### src/logic/cmrb_pkg.sv
// Package for the mixer register bank: offsets, reset values, field layouts.
// Assumes a 16-bit register port driven by a link or serial-control front end.
`default_nettype none
package cmrb_pkg;

  localparam logic [6:0]  OFS_RESET      = 7'h00;
  localparam logic [6:0]  OFS_FRONT_VOL  = 7'h02;
  localparam logic [6:0]  OFS_TONE       = 7'h08;
  localparam logic [6:0]  OFS_PWR        = 7'h26;
  localparam logic [6:0]  OFS_EXT_ID     = 7'h28;
  localparam logic [6:0]  OFS_EXT_CTRL   = 7'h2a;
  localparam logic [6:0]  OFS_FRONT_RATE = 7'h2c;
  localparam logic [6:0]  OFS_SURR_RATE  = 7'h2e;
  localparam logic [6:0]  OFS_LFEC_RATE  = 7'h30;
  localparam logic [6:0]  OFS_IN_RATE_A  = 7'h32;
  localparam logic [6:0]  OFS_IN_RATE_B  = 7'h34;
  localparam logic [6:0]  OFS_LFEC_VOL   = 7'h36;
  localparam logic [6:0]  OFS_REAR_VOL   = 7'h38;
  localparam logic [6:0]  OFS_VENDOR_A   = 7'h5a;

  localparam logic [15:0] RST_FRONT_VOL  = 16'h8000;
  localparam logic [15:0] RST_TONE       = 16'h0f0f;
  localparam logic [15:0] RST_PWR        = 16'h800e;
  localparam logic [15:0] RST_EXT_CTRL   = 16'h01c0;
  localparam logic [15:0] RST_RATE       = 16'hbb80;
  localparam logic [15:0] RST_MC_VOL     = 16'h8080;
  localparam logic [15:0] RST_VENDOR_A   = 16'h0000;
  localparam logic [15:0] RATE_44K1      = 16'hac44;
  // Midpoint of the two rates; a tie resolves to the higher rate
  localparam logic [15:0] RATE_MID       = 16'hb3e2;

  // Arbitrary identification value, not tied to any real part
  localparam logic [15:0] ID_CODE        = 16'h0a5c;
  localparam logic [15:0] EXT_ID_BASE    = 16'h01c3;
  localparam int          EXT_ID_IDX_BIT = 14;

  localparam logic [3:0]  PWR_FIXED      = 4'he;
  localparam logic [3:0]  EXT_READY      = 4'h7;
  localparam int          PWR_QUIESCE    = 12;
  localparam int          PWR_SLEEP      = 13;
  localparam int          PWR_AMP        = 15;
  localparam int          EXT_VRA        = 0;
  localparam int          EXT_DRA        = 1;
  localparam int          EXT_RDY_LO     = 6;
  localparam int          VOL_MUTE_HI    = 15;
  localparam int          VOL_MUTE_LO    = 7;
  localparam int          FC_BIT         = 0;

  localparam logic [6:0]  LEVEL_MAX_PROP = 7'h68;
  localparam logic [7:0]  ATTEN_INF      = 8'hff;
  localparam logic [3:0]  TONE_BYPASS    = 4'hf;

  typedef struct packed {
    logic       wr;
    logic       rd;
    logic [6:0] addr;
    logic [15:0] wdata;
  } cmrb_req_s;

  // One channel's decoded setting: attenuation in half-dB steps, 8'hff is silence
  typedef struct packed {
    logic [7:0] atten;
  } cmrb_chan_s;

  typedef struct packed {
    logic       bass_on;
    logic [3:0] bass;
    logic       treb_on;
    logic [3:0] treb;
  } cmrb_tone_s;

endpackage

`default_nettype wire

### src/logic/cmrb_bank.sv
// Mixer and extended-audio control register bank.
// Assumes a front end presents one-cycle word requests on the core clock;
// serial byte access is folded into words by the byte port below.
`timescale 1ns/1ps
`default_nettype none

module cmrb_bank (
  input  wire logic               clock,
  input  wire logic               rstn,
  input  wire cmrb_pkg::cmrb_req_s req,
  input  wire logic               byte_wr,
  input  wire logic               byte_rd,
  input  wire logic [7:0]         byte_addr,
  input  wire logic [7:0]         byte_wdata,
  input  wire logic               codec_select_pin,
  output logic [15:0]             rdata,
  output logic                    rvalid,
  output logic [7:0]              byte_rdata,
  output logic                    byte_rvalid,
  output cmrb_pkg::cmrb_chan_s    left_atten,
  output cmrb_pkg::cmrb_chan_s    right_atten,
  output cmrb_pkg::cmrb_chan_s    sub_atten,
  output cmrb_pkg::cmrb_chan_s    centre_atten,
  output cmrb_pkg::cmrb_chan_s    left_rear_atten,
  output cmrb_pkg::cmrb_chan_s    right_rear_atten,
  output cmrb_pkg::cmrb_tone_s    front_tone,
  output logic                    link_quiesce,
  output logic                    core_sleep_request,
  output logic                    amp_shutdown_request,
  output logic                    variable_rate_en,
  output logic                    double_rate_en,
  output logic [16:0]             effective_rate,
  output logic                    full_compliance_select
);

  logic        rst_meta_q;
  logic        rst_sync_q;
  logic        sel_meta_q;
  logic        sel_sync_q;

  logic [15:0] front_vol_q;
  logic [15:0] tone_q;
  logic [15:0] pwr_q;
  logic [15:0] ext_ctrl_q;
  logic [15:0] front_rate_q;
  logic [15:0] lfec_vol_q;
  logic [15:0] rear_vol_q;
  logic [15:0] vendor_q;
  logic [7:0]  hi_byte_q;

  logic        wr;
  logic        rd;
  logic [6:0]  addr;
  logic [15:0] wdata;
  logic        soft_reset;
  logic [15:0] ext_id;
  logic [15:0] word_read;

  always_ff @(posedge clock or negedge rstn) begin
    if (!rstn) begin
      rst_meta_q <= 1'b0;
      rst_sync_q <= 1'b0;
    end else begin
      rst_meta_q <= 1'b1;
      rst_sync_q <= rst_meta_q;
    end
  end

  always_ff @(posedge clock or negedge rst_sync_q) begin
    if (!rst_sync_q) begin
      sel_meta_q <= 1'b0;
      sel_sync_q <= 1'b0;
    end else begin
      sel_meta_q <= codec_select_pin;
      sel_sync_q <= sel_meta_q;
    end
  end

  // Even byte is held until its odd partner arrives, so a word updates atomically
  always_ff @(posedge clock or negedge rst_sync_q) begin
    if (!rst_sync_q) begin
      hi_byte_q <= 8'h00;
    end else if (byte_wr && !byte_addr[0] && !byte_addr[7]) begin
      hi_byte_q <= byte_wdata;
    end
  end

  always_comb begin
    wr    = req.wr;
    rd    = req.rd;
    addr  = req.addr;
    wdata = req.wdata;
    // Any byte strobe pre-empts the word port; byte addresses above 7Fh map to nothing
    if (byte_wr || byte_rd) begin
      wr    = byte_wr && byte_addr[0] && !byte_addr[7];
      rd    = 1'b0;
      addr  = {byte_addr[6:1], 1'b0};
      wdata = {hi_byte_q, byte_wdata};
    end
  end

  assign soft_reset = wr && (addr == cmrb_pkg::OFS_RESET);

  function automatic logic is_wr(input logic w, input logic [6:0] a, input logic [6:0] o);
    is_wr = w && (a == o);
  endfunction

  always_ff @(posedge clock or negedge rst_sync_q) begin
    if (!rst_sync_q) begin
      front_vol_q <= cmrb_pkg::RST_FRONT_VOL;
    end else if (soft_reset) begin
      front_vol_q <= cmrb_pkg::RST_FRONT_VOL;
    end else if (is_wr(wr, addr, cmrb_pkg::OFS_FRONT_VOL)) begin
      front_vol_q <= wdata;
    end
  end

  always_ff @(posedge clock or negedge rst_sync_q) begin
    if (!rst_sync_q) begin
      tone_q <= cmrb_pkg::RST_TONE;
    end else if (soft_reset) begin
      tone_q <= cmrb_pkg::RST_TONE;
    end else if (is_wr(wr, addr, cmrb_pkg::OFS_TONE)) begin
      tone_q <= wdata;
    end
  end

  always_ff @(posedge clock or negedge rst_sync_q) begin
    if (!rst_sync_q) begin
      pwr_q <= cmrb_pkg::RST_PWR;
    end else if (soft_reset) begin
      pwr_q <= cmrb_pkg::RST_PWR;
    end else if (is_wr(wr, addr, cmrb_pkg::OFS_PWR)) begin
      pwr_q <= {wdata[15:4], cmrb_pkg::PWR_FIXED};
    end
  end

  always_ff @(posedge clock or negedge rst_sync_q) begin
    if (!rst_sync_q) begin
      ext_ctrl_q <= cmrb_pkg::RST_EXT_CTRL;
    end else if (soft_reset) begin
      ext_ctrl_q <= cmrb_pkg::RST_EXT_CTRL;
    end else if (is_wr(wr, addr, cmrb_pkg::OFS_EXT_CTRL)) begin
      ext_ctrl_q <= {wdata[15:10], cmrb_pkg::EXT_READY, wdata[5:0]};
    end
  end

  // Only the two supported rates are ever stored; the copies share this register
  always_ff @(posedge clock or negedge rst_sync_q) begin
    if (!rst_sync_q) begin
      front_rate_q <= cmrb_pkg::RST_RATE;
    end else if (soft_reset) begin
      front_rate_q <= cmrb_pkg::RST_RATE;
    end else if (is_wr(wr, addr, cmrb_pkg::OFS_FRONT_RATE)) begin
      if (wdata < cmrb_pkg::RATE_MID) begin
        front_rate_q <= cmrb_pkg::RATE_44K1;
      end else begin
        front_rate_q <= cmrb_pkg::RST_RATE;
      end
    end
  end

  always_ff @(posedge clock or negedge rst_sync_q) begin
    if (!rst_sync_q) begin
      lfec_vol_q <= cmrb_pkg::RST_MC_VOL;
      rear_vol_q <= cmrb_pkg::RST_MC_VOL;
    end else if (soft_reset) begin
      lfec_vol_q <= cmrb_pkg::RST_MC_VOL;
      rear_vol_q <= cmrb_pkg::RST_MC_VOL;
    end else begin
      if (is_wr(wr, addr, cmrb_pkg::OFS_LFEC_VOL)) begin
        lfec_vol_q <= wdata;
      end
      if (is_wr(wr, addr, cmrb_pkg::OFS_REAR_VOL)) begin
        rear_vol_q <= wdata;
      end
    end
  end

  always_ff @(posedge clock or negedge rst_sync_q) begin
    if (!rst_sync_q) begin
      vendor_q <= cmrb_pkg::RST_VENDOR_A;
    end else if (soft_reset) begin
      vendor_q <= cmrb_pkg::RST_VENDOR_A;
    end else if (is_wr(wr, addr, cmrb_pkg::OFS_VENDOR_A)) begin
      vendor_q <= wdata;
    end
  end

  always_comb begin
    ext_id = cmrb_pkg::EXT_ID_BASE;
    ext_id[cmrb_pkg::EXT_ID_IDX_BIT] = sel_sync_q;
  end

  always_comb begin
    case (addr)
      cmrb_pkg::OFS_RESET:      word_read = cmrb_pkg::ID_CODE;
      cmrb_pkg::OFS_FRONT_VOL:  word_read = front_vol_q;
      cmrb_pkg::OFS_TONE:       word_read = tone_q;
      cmrb_pkg::OFS_PWR:        word_read = pwr_q;
      cmrb_pkg::OFS_EXT_ID:     word_read = ext_id;
      cmrb_pkg::OFS_EXT_CTRL:   word_read = ext_ctrl_q;
      cmrb_pkg::OFS_FRONT_RATE: word_read = front_rate_q;
      cmrb_pkg::OFS_SURR_RATE:  word_read = front_rate_q;
      cmrb_pkg::OFS_LFEC_RATE:  word_read = front_rate_q;
      cmrb_pkg::OFS_IN_RATE_A:  word_read = cmrb_pkg::RST_RATE;
      cmrb_pkg::OFS_IN_RATE_B:  word_read = cmrb_pkg::RST_RATE;
      cmrb_pkg::OFS_LFEC_VOL:   word_read = lfec_vol_q;
      cmrb_pkg::OFS_REAR_VOL:   word_read = rear_vol_q;
      cmrb_pkg::OFS_VENDOR_A:   word_read = vendor_q;
      default:                  word_read = 16'h0000;
    endcase
  end

  always_ff @(posedge clock or negedge rst_sync_q) begin
    if (!rst_sync_q) begin
      rdata       <= 16'h0000;
      rvalid      <= 1'b0;
      byte_rdata  <= 8'h00;
      byte_rvalid <= 1'b0;
    end else begin
      rvalid      <= rd;
      rdata       <= rd ? word_read : 16'h0000;
      byte_rvalid <= byte_rd;
      byte_rdata  <= byte_addr[7] ? 8'h00
                   : (byte_addr[0] ? word_read[7:0] : word_read[15:8]);
    end
  end

  // Level to half-dB attenuation; proprietary codes are taken as 1 dB steps
  function automatic logic [7:0] level_atten(input logic mute, input logic [6:0] code,
                                             input logic fc_mode);
    logic [7:0] a;
    a = 8'h00;
    if (mute) begin
      a = cmrb_pkg::ATTEN_INF;
    end else if (fc_mode) begin
      a = {1'b0, code[5:0], 1'b0} + {2'b00, code[5:0]};
    end else if (code >= cmrb_pkg::LEVEL_MAX_PROP) begin
      a = cmrb_pkg::ATTEN_INF;
    end else begin
      a = {code, 1'b0};
    end
    level_atten = a;
  endfunction

  logic fc_mode;
  assign fc_mode = !vendor_q[cmrb_pkg::FC_BIT];

  always_ff @(posedge clock or negedge rst_sync_q) begin
    if (!rst_sync_q) begin
      left_atten       <= '0;
      right_atten      <= '0;
      sub_atten        <= '0;
      centre_atten     <= '0;
      left_rear_atten  <= '0;
      right_rear_atten <= '0;
    end else begin
      left_atten.atten  <= level_atten(front_vol_q[15], front_vol_q[14:8], fc_mode);
      right_atten.atten <= level_atten(front_vol_q[15], front_vol_q[6:0], fc_mode);
      sub_atten.atten    <= level_atten(lfec_vol_q[15], lfec_vol_q[14:8], fc_mode);
      centre_atten.atten <= level_atten(lfec_vol_q[7], lfec_vol_q[6:0], fc_mode);
      left_rear_atten.atten  <= level_atten(rear_vol_q[15], rear_vol_q[14:8], fc_mode);
      right_rear_atten.atten <= level_atten(rear_vol_q[7], rear_vol_q[6:0], fc_mode);
    end
  end

  // Only the front pair receives tone settings; the DSP shelves sit at fixed centres
  always_ff @(posedge clock or negedge rst_sync_q) begin
    if (!rst_sync_q) begin
      front_tone <= '0;
    end else begin
      front_tone.bass_on <= (tone_q[11:8] != cmrb_pkg::TONE_BYPASS);
      front_tone.bass    <= tone_q[11:8];
      front_tone.treb_on <= (tone_q[3:0] != cmrb_pkg::TONE_BYPASS);
      front_tone.treb    <= tone_q[3:0];
    end
  end

  // Sticky: clearing bit 12 again does not wake the link, only a hardware or soft reset
  always_ff @(posedge clock or negedge rst_sync_q) begin
    if (!rst_sync_q) begin
      link_quiesce <= 1'b0;
    end else if (soft_reset) begin
      link_quiesce <= 1'b0;
    end else if (pwr_q[cmrb_pkg::PWR_QUIESCE]) begin
      link_quiesce <= 1'b1;
    end
  end

  always_ff @(posedge clock or negedge rst_sync_q) begin
    if (!rst_sync_q) begin
      core_sleep_request     <= 1'b0;
      amp_shutdown_request   <= 1'b0;
      variable_rate_en       <= 1'b0;
      double_rate_en         <= 1'b0;
      effective_rate         <= 17'h00000;
      full_compliance_select <= 1'b0;
    end else begin
      core_sleep_request     <= pwr_q[cmrb_pkg::PWR_SLEEP];
      amp_shutdown_request   <= pwr_q[cmrb_pkg::PWR_AMP];
      variable_rate_en       <= ext_ctrl_q[cmrb_pkg::EXT_VRA];
      double_rate_en         <= ext_ctrl_q[cmrb_pkg::EXT_DRA];
      effective_rate         <= ext_ctrl_q[cmrb_pkg::EXT_DRA] ? {front_rate_q, 1'b0}
                                                              : {1'b0, front_rate_q};
      full_compliance_select <= fc_mode;
    end
  end

endmodule

`default_nettype wire

### config.mk
export PLATFORM = sky130hd
export DESIGN_NAME = cmrb_bank
export DESIGN_NICKNAME = d
export VERILOG_FILES = /design/src/logic/cmrb_pkg.sv /design/src/logic/cmrb_bank.sv
export SDC_FILE = /design/constraint.sdc
export NUM_CORES = 1
export LEC_CHECK = 0
export ABC_AREA = 1
export BUFFER_PORTS_ARGS = -buffer_cell sky130_fd_sc_hd__buf_2
export CORE_MARGIN = 1.5
export CORE_UTILIZATION = 33
export CTS_CLUSTER_DIAMETER = 120
export CTS_CLUSTER_SIZE = 8
export DETAILED_ROUTE_END_ITERATION = 6
export GPL_ROUTABILITY_DRIVEN = 0
export PLACE_DENSITY_LB_ADDON = 0.3
export SLEW_MARGIN = 30
export SYNTH_ARGS = -nofsm -noshare
export SYNTH_HDL_FRONTEND = slang
export SYNTH_SLANG_ARGS = --single-unit
export TNS_END_PERCENT = 50
### constraint.sdc
create_clock -name clock -period 9.2 [get_ports clock]
set_clock_uncertainty 0.2 [all_clocks]
set_input_delay 0.92 -clock clock [delete_from_list [all_inputs] [get_ports clock]]
set_output_delay 0.92 -clock clock [all_outputs]
set_load 0.02 [all_outputs]
Yosys cells after proc, flatten, opt, wreduce, memory -nomap -nowiden --
Cells that the tools add are included.
Cells by class: multipliers 0, div/mod/pow operators 0, equality and inequality tests 15, shift operators 0, muxes and demuxes 46, bitwise gates (word level) 0, magnitude comparators 7, reduce and logical (&&, ||, !) cells 29, add/subtract/negate cells 6
Operators by type and width (number):
- 16-bit two-way mux | 18
- 16-bit one-hot mux with 11 select lines | 1
- 8-bit two-way mux | 20
- 7-bit by 6-bit == test with 1-bit output, second input constant | 10
- 7-bit by 6-bit adder with 8-bit output | 6
- 7-bit >= comparator, second input constant | 6
- 2-bit nonzero test | 9
- 17-bit two-way mux | 1
- 16-bit less-than comparator, second input constant | 1
- 1-bit logical AND | 13
- 13-bit two-way mux | 1
- 4-bit != test, second input constant | 2
- 7-bit by 2-bit == test with 1-bit output, second input constant | 1
- 7-bit by 4-bit == test with 1-bit output, second input constant | 1
- 7-bit == test, second input constant | 1
- 7-bit zero test | 1
- 7-bit two-way mux | 1
- 1-bit two-way mux | 4
- 1-bit zero test | 3
- 3-bit OR reduction | 1
- 2-bit OR reduction | 1
- 1-bit logical OR | 1
Storage, ports and cells: input port bits 46, memory bits (read-only) 0, memories 0, bits in writable memories 0, output and inout bits 107, latch bits 0, register bits 247

Depth between registers and ports, before layout --
Gate-level depths: netlist of run 1.
depth after elaboration 7, mapped depth 16, depth with buffers taken out 14

Worst setup path after synthesis of run 1 --
OpenSTA, ideal clock, no wires.
kind input port to flip-flop, start input byte_addr[7], end register rear_vol_q[3], setup slack 6615 ps, stages on the path 9, data arrival time 2254 ps, required time 8868 ps, cells stage by stage clkinv_1 nand2_1 o22ai_2 clkinv_2 nor2_4 inv_2 buf_2 nand2_1 a21oi_1
On the way: word-level cells in the longest chain between the ends 5
Ends and longest elaborated chain:
- from (decl) | RTL line cmrb_bank.sv:13 | input wire logic [7:0] byte_addr,
- 1-bit zero test * | RTL line cmrb_bank.sv:95 | wr = byte_wr && byte_addr[0] && !byte_addr[7];
- 1-bit logical AND * | RTL line cmrb_bank.sv:95
- 1-bit two-way mux * | RTL line cmrb_bank.sv:94 | if (byte_wr || byte_rd) begin
- 1-bit logical AND, on equally long branches | RTL line cmrb_bank.sv:102, cmrb_bank.sv:105
- 16-bit two-way mux or 2-bit nonzero test (tied branches)
- to (signal assigned) | RTL line cmrb_bank.sv:166 | rear_vol_q <= cmrb_pkg::RST_MC_VOL;
- to (signal assigned) | RTL line cmrb_bank.sv:169 | rear_vol_q <= cmrb_pkg::RST_MC_VOL;
- to (signal assigned) | RTL line cmrb_bank.sv:175 | rear_vol_q <= wdata;
- to (decl) | RTL line cmrb_bank.sv:47 | logic [15:0] rear_vol_q;
Every way passes the cells marked *; elsewhere a longest branch is shown, timed or not. A chain may end at the register's enable or synchronous reset.

Worst setup path after layout of run 1 --
start input byte_wr, end register tone_q[2]
On the way: word-level cells in the longest chain between the ends 5
Ends and longest elaborated chain:
- from (decl) | RTL line cmrb_bank.sv:11 | input wire logic byte_wr,
- 1-bit logical OR or 1-bit logical AND (tied branches) | RTL line cmrb_bank.sv:94, cmrb_bank.sv:95
- 7-bit two-way mux or 1-bit logical AND (tied branches) | RTL line cmrb_bank.sv:94, cmrb_bank.sv:95
- 7-bit by 4-bit == test with 1-bit output, or another cell as far along | RTL line cmrb_bank.sv:105 | is_wr = w && (a == o);
- 1-bit logical AND, on equally long branches | RTL line cmrb_bank.sv:105, cmrb_bank.sv:102
- 2-bit nonzero test (no line) or 16-bit two-way mux (tied branches)
- to (signal assigned) | RTL line cmrb_bank.sv:120 | tone_q <= cmrb_pkg::RST_TONE;
- to (signal assigned) | RTL line cmrb_bank.sv:122 | tone_q <= cmrb_pkg::RST_TONE;
- to (signal assigned) | RTL line cmrb_bank.sv:124 | tone_q <= wdata;
- to (decl) | RTL line cmrb_bank.sv:42 | logic [15:0] tone_q;
Parallel ways exist; a longest one is shown, timed or not. The select of a mux whose other input is x is not followed.

==> results of run 1 <==
## flip-flops by register name (all words and copies together) (netlist names), 12 cells and up
name / count
vendor_q: 16
pwr_q: 12
front_vol_q: 16
tone_q: 16
rdata: 16
lfec_vol_q: 16
ext_ctrl_q: 12
rear_vol_q: 16
## through the flow
step / cells / worst slack, ns / cell area (um^2) / hold slack, ns / utilization
after floorplan: 1297 / 2.531 / 11450 / 0.1312 / -
after global placement: 1846 / 5.105 / 12420 / 0.1377 / 0.3615
after detailed placement: 1847 / 4.965 / 12440 / 0.1394 / 0.3619
after global routing: 1908 / 5.128 / 13390 / 0.1769 / 0.3895
after CTS: 1906 / 5.541 / 13340 / 0.1745 / 0.3880
final: 1908 / 5.498 / 13390 / 0.1714 / 0.3895
## repair_timing
action | 4_1_cts | 5_1_grt
hold buffers | 1 | 0
buffers inserted | 0 | 0
gates resized for setup | 0 | 0
setup endpoints to repair | 0 | 0
endpoints found under the hold margin | 2 | 0
## final timing paths
path	end	from	slack, ns	cells past startpoint
setup / recovery	tone_q[2]	byte_wr	5.50	13
hold / removal	rst_sync_q	rst_meta_q	0.17	0
setup reg to reg	centre_atten[5]	lfec_vol_q[0]	6.83	8
hold reg to reg	rst_sync_q	rst_meta_q	0.17	0
max in group asynchronous	right_rear_atten[0]	rst_sync_q	7.27	1
min in group asynchronous	effective_rate[14]	rst_sync_q	0.19	0
## power by group through the flow
| stage | logic [mW] | clock network, mW | registers (mW) |
|---|---|---|---|
| after floorplan | 0.472 | 0 | 1.47 |
| after global placement | 0.873 | 0 | 1.37 |
| after detailed placement | 0.890 | 0 | 1.38 |
| after CTS | 0.895 | 1.08 | 1.36 |
| after global routing | 0.992 | 1.12 | 1.39 |
| final | 0.886 | 1.05 | 1.36 |
## routing by layer
metal,track usage,share of wire,wire length (um),vias up
met5,0,0,0,-
met1,0.2591,0.45,14860,4333
met3,0.03596,0.071,2378,70
met2,0.2937,0.45,15030,304
li1,-,-,-,4490
met4,0.06349,0.032,1080,0
## kinds of logic after synthesis
logic type	count (synthesis)
AO/OA/AOI/OAI	260
flip-flops	217
other	2
adder cells (fa/ha/maj)	72
multiplexers	2
buffers and inverters	182
AND/OR/NAND/NOR	553
XOR/XNOR	6
## layout by cell type, fill, tap and decap left out, types with 3 or more instances in the layout
cell type,n
a31oi_1,15
nand3_1,83
xor2_1,6
a21oi_4,5
o311ai_0,6
nor2_4,4
fa_1,6
conb_1,5
nor3_1,9
nand2_4,4
o21ai_1,5
nor2_1,195
buf_4,3
inv_1,113
dfrtp_1,201
nor2_2,7
buf_2,148
or2_2,17
a21oi_1,73
ha_1,66
o31ai_1,6
inv_2,7
clkbuf_16,32
o21bai_1,6
o211ai_1,24
nand2_2,13
a21oi_2,53
dfstp_2,15
nand4_1,5
nand2_1,209
o21ai_0,65
clkbuf_1,25
## cell type report
cell class | count | area share
flip-flops and latches | 217 | 0.4073
multi-input cells | 898 | 0.3847
clock buffers | 56 | 0.06495
repair buffers | 156 | 0.06429
well taps | 455 | 0.04252
inverters | 124 | 0.03495
clock inverters | 2 | 0.001308
## worst max-delay path: stages
cell,delay (ns)
buf_2,0.14
inv_1,0.05
nand2_1,0.50
nand2_1,0.14
nand2_2,0.15
nand3_2,0.11
clkinv_2,0.22
nand2_4,0.20
nor2_4,0.29
inv_2,0.21
nand2_1,0.70
o21ai_0,0.18
o21ai_0,0.12
==> results by group, run 1 <==
Synthesis
  • Cell taking the most area after synthesis: dfrtp_1
  • Synth Area in Adders: 0.08266
  • Post-Synthesis Cell Area: 11440 um^2
  • Cell variety after synth: 44
  • Average cell area after synthesis: 8.843 um^2
  • Post-Synth Simple-Gate Area: 0.2111
  • Post-synth top area share: 0.4417
  • Ys flop type: dfrtp_1
  • Post-synth EDFFs: 0
  • Post-synthesis mux area share: 0.001749
  • Synth Area in XOR/XNOR: 0.004592
  • Top cells by count, synth: nand2_1 (209), dfrtp_1 (202), nor2_1 (195)
  • Yosys Warn Count: 0
  • Largest family of logic cells by synthesized area: simple AND/OR/NAND/NOR gates
  • Top cells by area, synth: dfrtp_1 (44%), ha_1 (7.2%), nand2_1 (6.9%)
  • Fraction of the yosys area taken by sequential cells: 0.4762
  • Top-count cell post-synth: nand2_1
  • Post-Synthesis Cells: 1294
  • Synth Register Bits: 217
  • Compound-cell area share of the yosys netlist: 0.1484
  • Asr flop ratio synth: 1.000

Pwr
  • Sequential share of power: 0.412
  • Max VDD drop: 0.1822 mV
  • P_leak: 6.483 nW
  • Combinational share of power: 0.269
  • Pwr dens: 246.2 nW/um^2
  • Net Switching: 1.178 mW
  • Clk pwr share: 0.319
  • Switching portion of total power: 0.3574
  • Internal cell power: 2.119 mW
  • Tot Pwr: 3.297 mW

Drt
  • DRT Wirelength: 33350 um
  • DRC viols: 0
  • Initial DRC count: 688
  • DRT Pass-1 Iters: 5
  • Final ANT Viol Nets: 0
  • Vias per Instance: 4.820
  • WL/cell: 17.48 um
  • Via count: 9197

Clock network
  • Clock input transition at the sequential cells of the worst setup and hold paths: 0.06 ns
  • Clock tree sinks: 217
  • Root buffer cell: clkbuf_16
  • TritonCTS clock tree: yes
  • Total CTS buffers: 31
  • Clock Tree Buf Depth: 3
  • H-tree Lvls: 1
  • Latest clock arrival within the worst-skew pair: 0.56 ns

Global route
  • Vias in the first global route: 9078
  • Initial antenna violation count: 0
  • Gr usage total: 0.1873
  • GRT overflow: 0
  • Pin count of the biggest net entering global routing: 163
  • First-pass GRT wire length: 51790 um

Critical path
  • WP data arrival: 3.96 ns
  • Critical Path RT: 9.46 ns
  • Critical Path Sink Type: flop
  • Worst setup SP type: input pin
  • Critical path type: input pin to flop
  • Worst-path fanout max: 30

STA
  • RSZ-0062 raised after global routing: false
  • Final min period: 3.702 ns
  • Final Hold Viols: 0
  • F_max: 270.1 MHz
  • Fin crit share: 0.4024
  • Max Transition Viols Final: 0
  • Total negative slack: 0 ns
  • Worst-margin pin slew: 0.9374 ns
  • Slew HR: 0.3751
  • Final setup violation count: 0

Min path
  • Hold Path Class: flop to flop

Floorplanning
  • Starting Density: 0.3329
  • Core Region: 34370 um^2
  • DIE AREA: 35800 um^2
  • Die Wd: 189.2 um
  • # rows: 68
  • Die height: 189.2 um
  • # IOs: 153

Cells and area
  • Ant diodes: 0
  • Layout cells sized above 1: 0.2209
  • Final layout net count: 1546
  • Fill count: 3545
  • P&R area growth vs syn: 17.00%
  • Footprint of the multi-input gates: 5151 um^2
  • Register Area: 5453 um^2

Placement
  • Port-buffer cells: 148
  • Post-DP HPWL: 24370 um

Status
  • Status: finished clean

Job
  • Total of max-cap violations: 0
Note: power is estimated with default switching activity, not from simulation.
==> run 2: changes to the inputs <==
- clock period: 9.2 -> 3.2 ns (I/O delays scaled with it)
==> results by group, run 2 (synthesized netlist as in run 1, its figures left out) <==
Clock network
  • Latest clock arrival within the worst-skew pair: 0.55 ns
  • Clock tree sinks: 217
  • Clock Tree Buf Depth: 3
  • Root buffer cell: clkbuf_16
  • CTS Hold Bufs: 13
  • PostCTS Resize Cnt: 0
  • Total CTS buffers: 31
  • H-tree Lvls: 1
  • TritonCTS clock tree: yes
  • Setup repair bufs after CTS: 0
  • Clock input transition at the sequential cells of the worst setup and hold paths: 0.05 ns

STA
  • Total negative slack: 0 ns
  • F_max: 346.6 MHz
  • Final Hold Viols: 0
  • Fin crit share: 0.9016
  • Slew HR: 0.5630
  • RSZ-0062 raised after global routing: false
  • Worst-margin pin slew: 0.6531 ns
  • Final setup violation count: 0
  • PnR worst setup slack: 0.3149 ns
  • Max Transition Viols Final: 0
  • Final min period: 2.885 ns

Critical path
  • Slowest cell delay on critical path: 0.52 ns
  • Cell count along the critical path: 14
  • Worst path cell trace: dlygate4sd3_1 -> buf_2 -> inv_1 -> nand2_1 -> nand2_1 -> nand2_2 -> nand3_1 -> inv_2 -> nand2_2 -> o21ai_0 -> nor2_1 -> nand3_1 -> nor2_1 -> nor2_1
  • Critical Path Sink Type: flop
  • Worst setup SP type: input pin
  • Critical path type: input pin to flop
  • CP max stage cell: dlygate4sd3_1
  • Worst-path fanout max: 17
  • CP most frequent cell: nor2_1
  • WP buf/inv: 4
  • R2R depth: 8
  • WP data arrival: 3.15 ns
  • Critical Path RT: 3.47 ns
  • Crit path max-delay family: simple AND/OR/NAND/NOR gates

Status
  • Status: finished clean

Drt
  • Vias per Instance: 4.817
  • DRT Pass-1 Iters: 6
  • Final ANT Viol Nets: 0
  • DRC viols: 0
  • WL/cell: 17.37 um
  • Initial DRC count: 654
  • Via count: 9349
  • DRT Wirelength: 33710 um

Pwr
  • Max VDD drop: 0.3681 mV
  • Tot Pwr: 9.443 mW
  • P_leak: 6.658 nW
  • Clk pwr share: 0.313
  • Internal cell power: 6.126 mW
  • Switching portion of total power: 0.3513
  • Net Switching: 3.318 mW
  • Sequential share of power: 0.411
  • Pwr dens: 688.5 nW/um^2
  • Combinational share of power: 0.276

Cells and area
  • Most common cell after layout, fill and taps aside: nand2_1
  • Layout Cells excl Fill: 1941
  • Most frequent cells in the layout: nand2_1 (209), dfrtp_1 (201), nor2_1 (195)
  • P&R area growth vs syn: 19.86%
  • Final design utilization: 0.3990
  • Layout cells sized above 1: 0.2315
  • Ant diodes: 0
  • Final layout net count: 1582

Floorplanning
  • Die Wd: 189.2 um
  • DIE AREA: 35800 um^2
  • # rows: 68
  • Starting Density: 0.3329
  • Die height: 189.2 um
  • Core Region: 34370 um^2
  • # IOs: 153

Global route
  • Initial antenna violation count: 0
  • Vias in the first global route: 9197
  • First-pass GRT wire length: 52980 um
  • Pin count of the biggest net entering global routing: 66
  • Gr usage total: 0.1904
  • GRT overflow: 0

Placement
  • Port-buffer cells: 148
  • Post-DP HPWL: 24990 um
  • Post-placement setup slack: 0.3311 ns
  • Post-Place Cells: 1873

Min path
  • Hold Path Class: flop to async pin

Job
  • Total of max-cap violations: 0
-- run 2: worst paths after layout --
check / start / end / slack, ns
max: byte_rd / byte_rdata[2] / 0.31
min: rst_sync_q / hi_byte_q[1] / 0.04
max reg2reg: rear_vol_q[9] / left_rear_atten[5] / 0.79
min reg2reg: rst_sync_q / hi_byte_q[1] / 0.04
max in group asynchronous: rst_sync_q / right_rear_atten[0] / 1.97
min in group clock: byte_addr[7] / byte_rdata[1] / 0.04
-- run 2: area by class of cell --
type                            instances  area (um^2)
Clock buffer                           54        862.1
Clock inverter                          1        8.758
Fill cell                            3535        20660
Inverter                              124        467.9
Multi-Input combinational cell        898         5151
Sequential cell                       217         5453
Tap cell                              455        569.3
Timing Repair Buffer                  192         1204
-- run 2: per-layer routing --
layer | part of all wire | global-route usage | vias to the layer above
met3 | 0.077 | 0.03058 | 64
li1 | - | - | 4553
met2 | 0.46 | 0.3051 | 359
met5 | 0 | 0 | -
met4 | 0.033 | 0.06166 | 0
met1 | 0.43 | 0.2627 | 4373
-- run 2: power groups by stage --
stage	combinational, mW	clock (mW)	sequential, mW
5_1_grt	2.91	3.16	3.97
3_5_place_dp	2.61	0	3.94
4_1_cts	2.63	3.03	3.90
2_1_floorplan	1.36	0	4.22
3_3_place_gp	2.57	0	3.93
6_report	2.61	2.96	3.88
-- run 2: per-stage QoR --
stage          hold slack (ns)  area [um^2]
6_report               0.03574        13720
5_1_grt                0.05224        13720
4_1_cts                0.02681        13720
3_5_place_dp          -0.09306        12710
3_3_place_gp          -0.09336        12710
2_1_floorplan          -0.1756        11460
-- run 2: worst register-to-register path, cell delays in order (launching register included) --
cell	delay, ns
dfrtp_1	0.47
ha_1	0.22
inv_1	0.06
fa_1	0.40
o31ai_1	0.39
inv_1	0.10
or2_2	0.28
nand3_1	0.07
o211ai_1	0.08
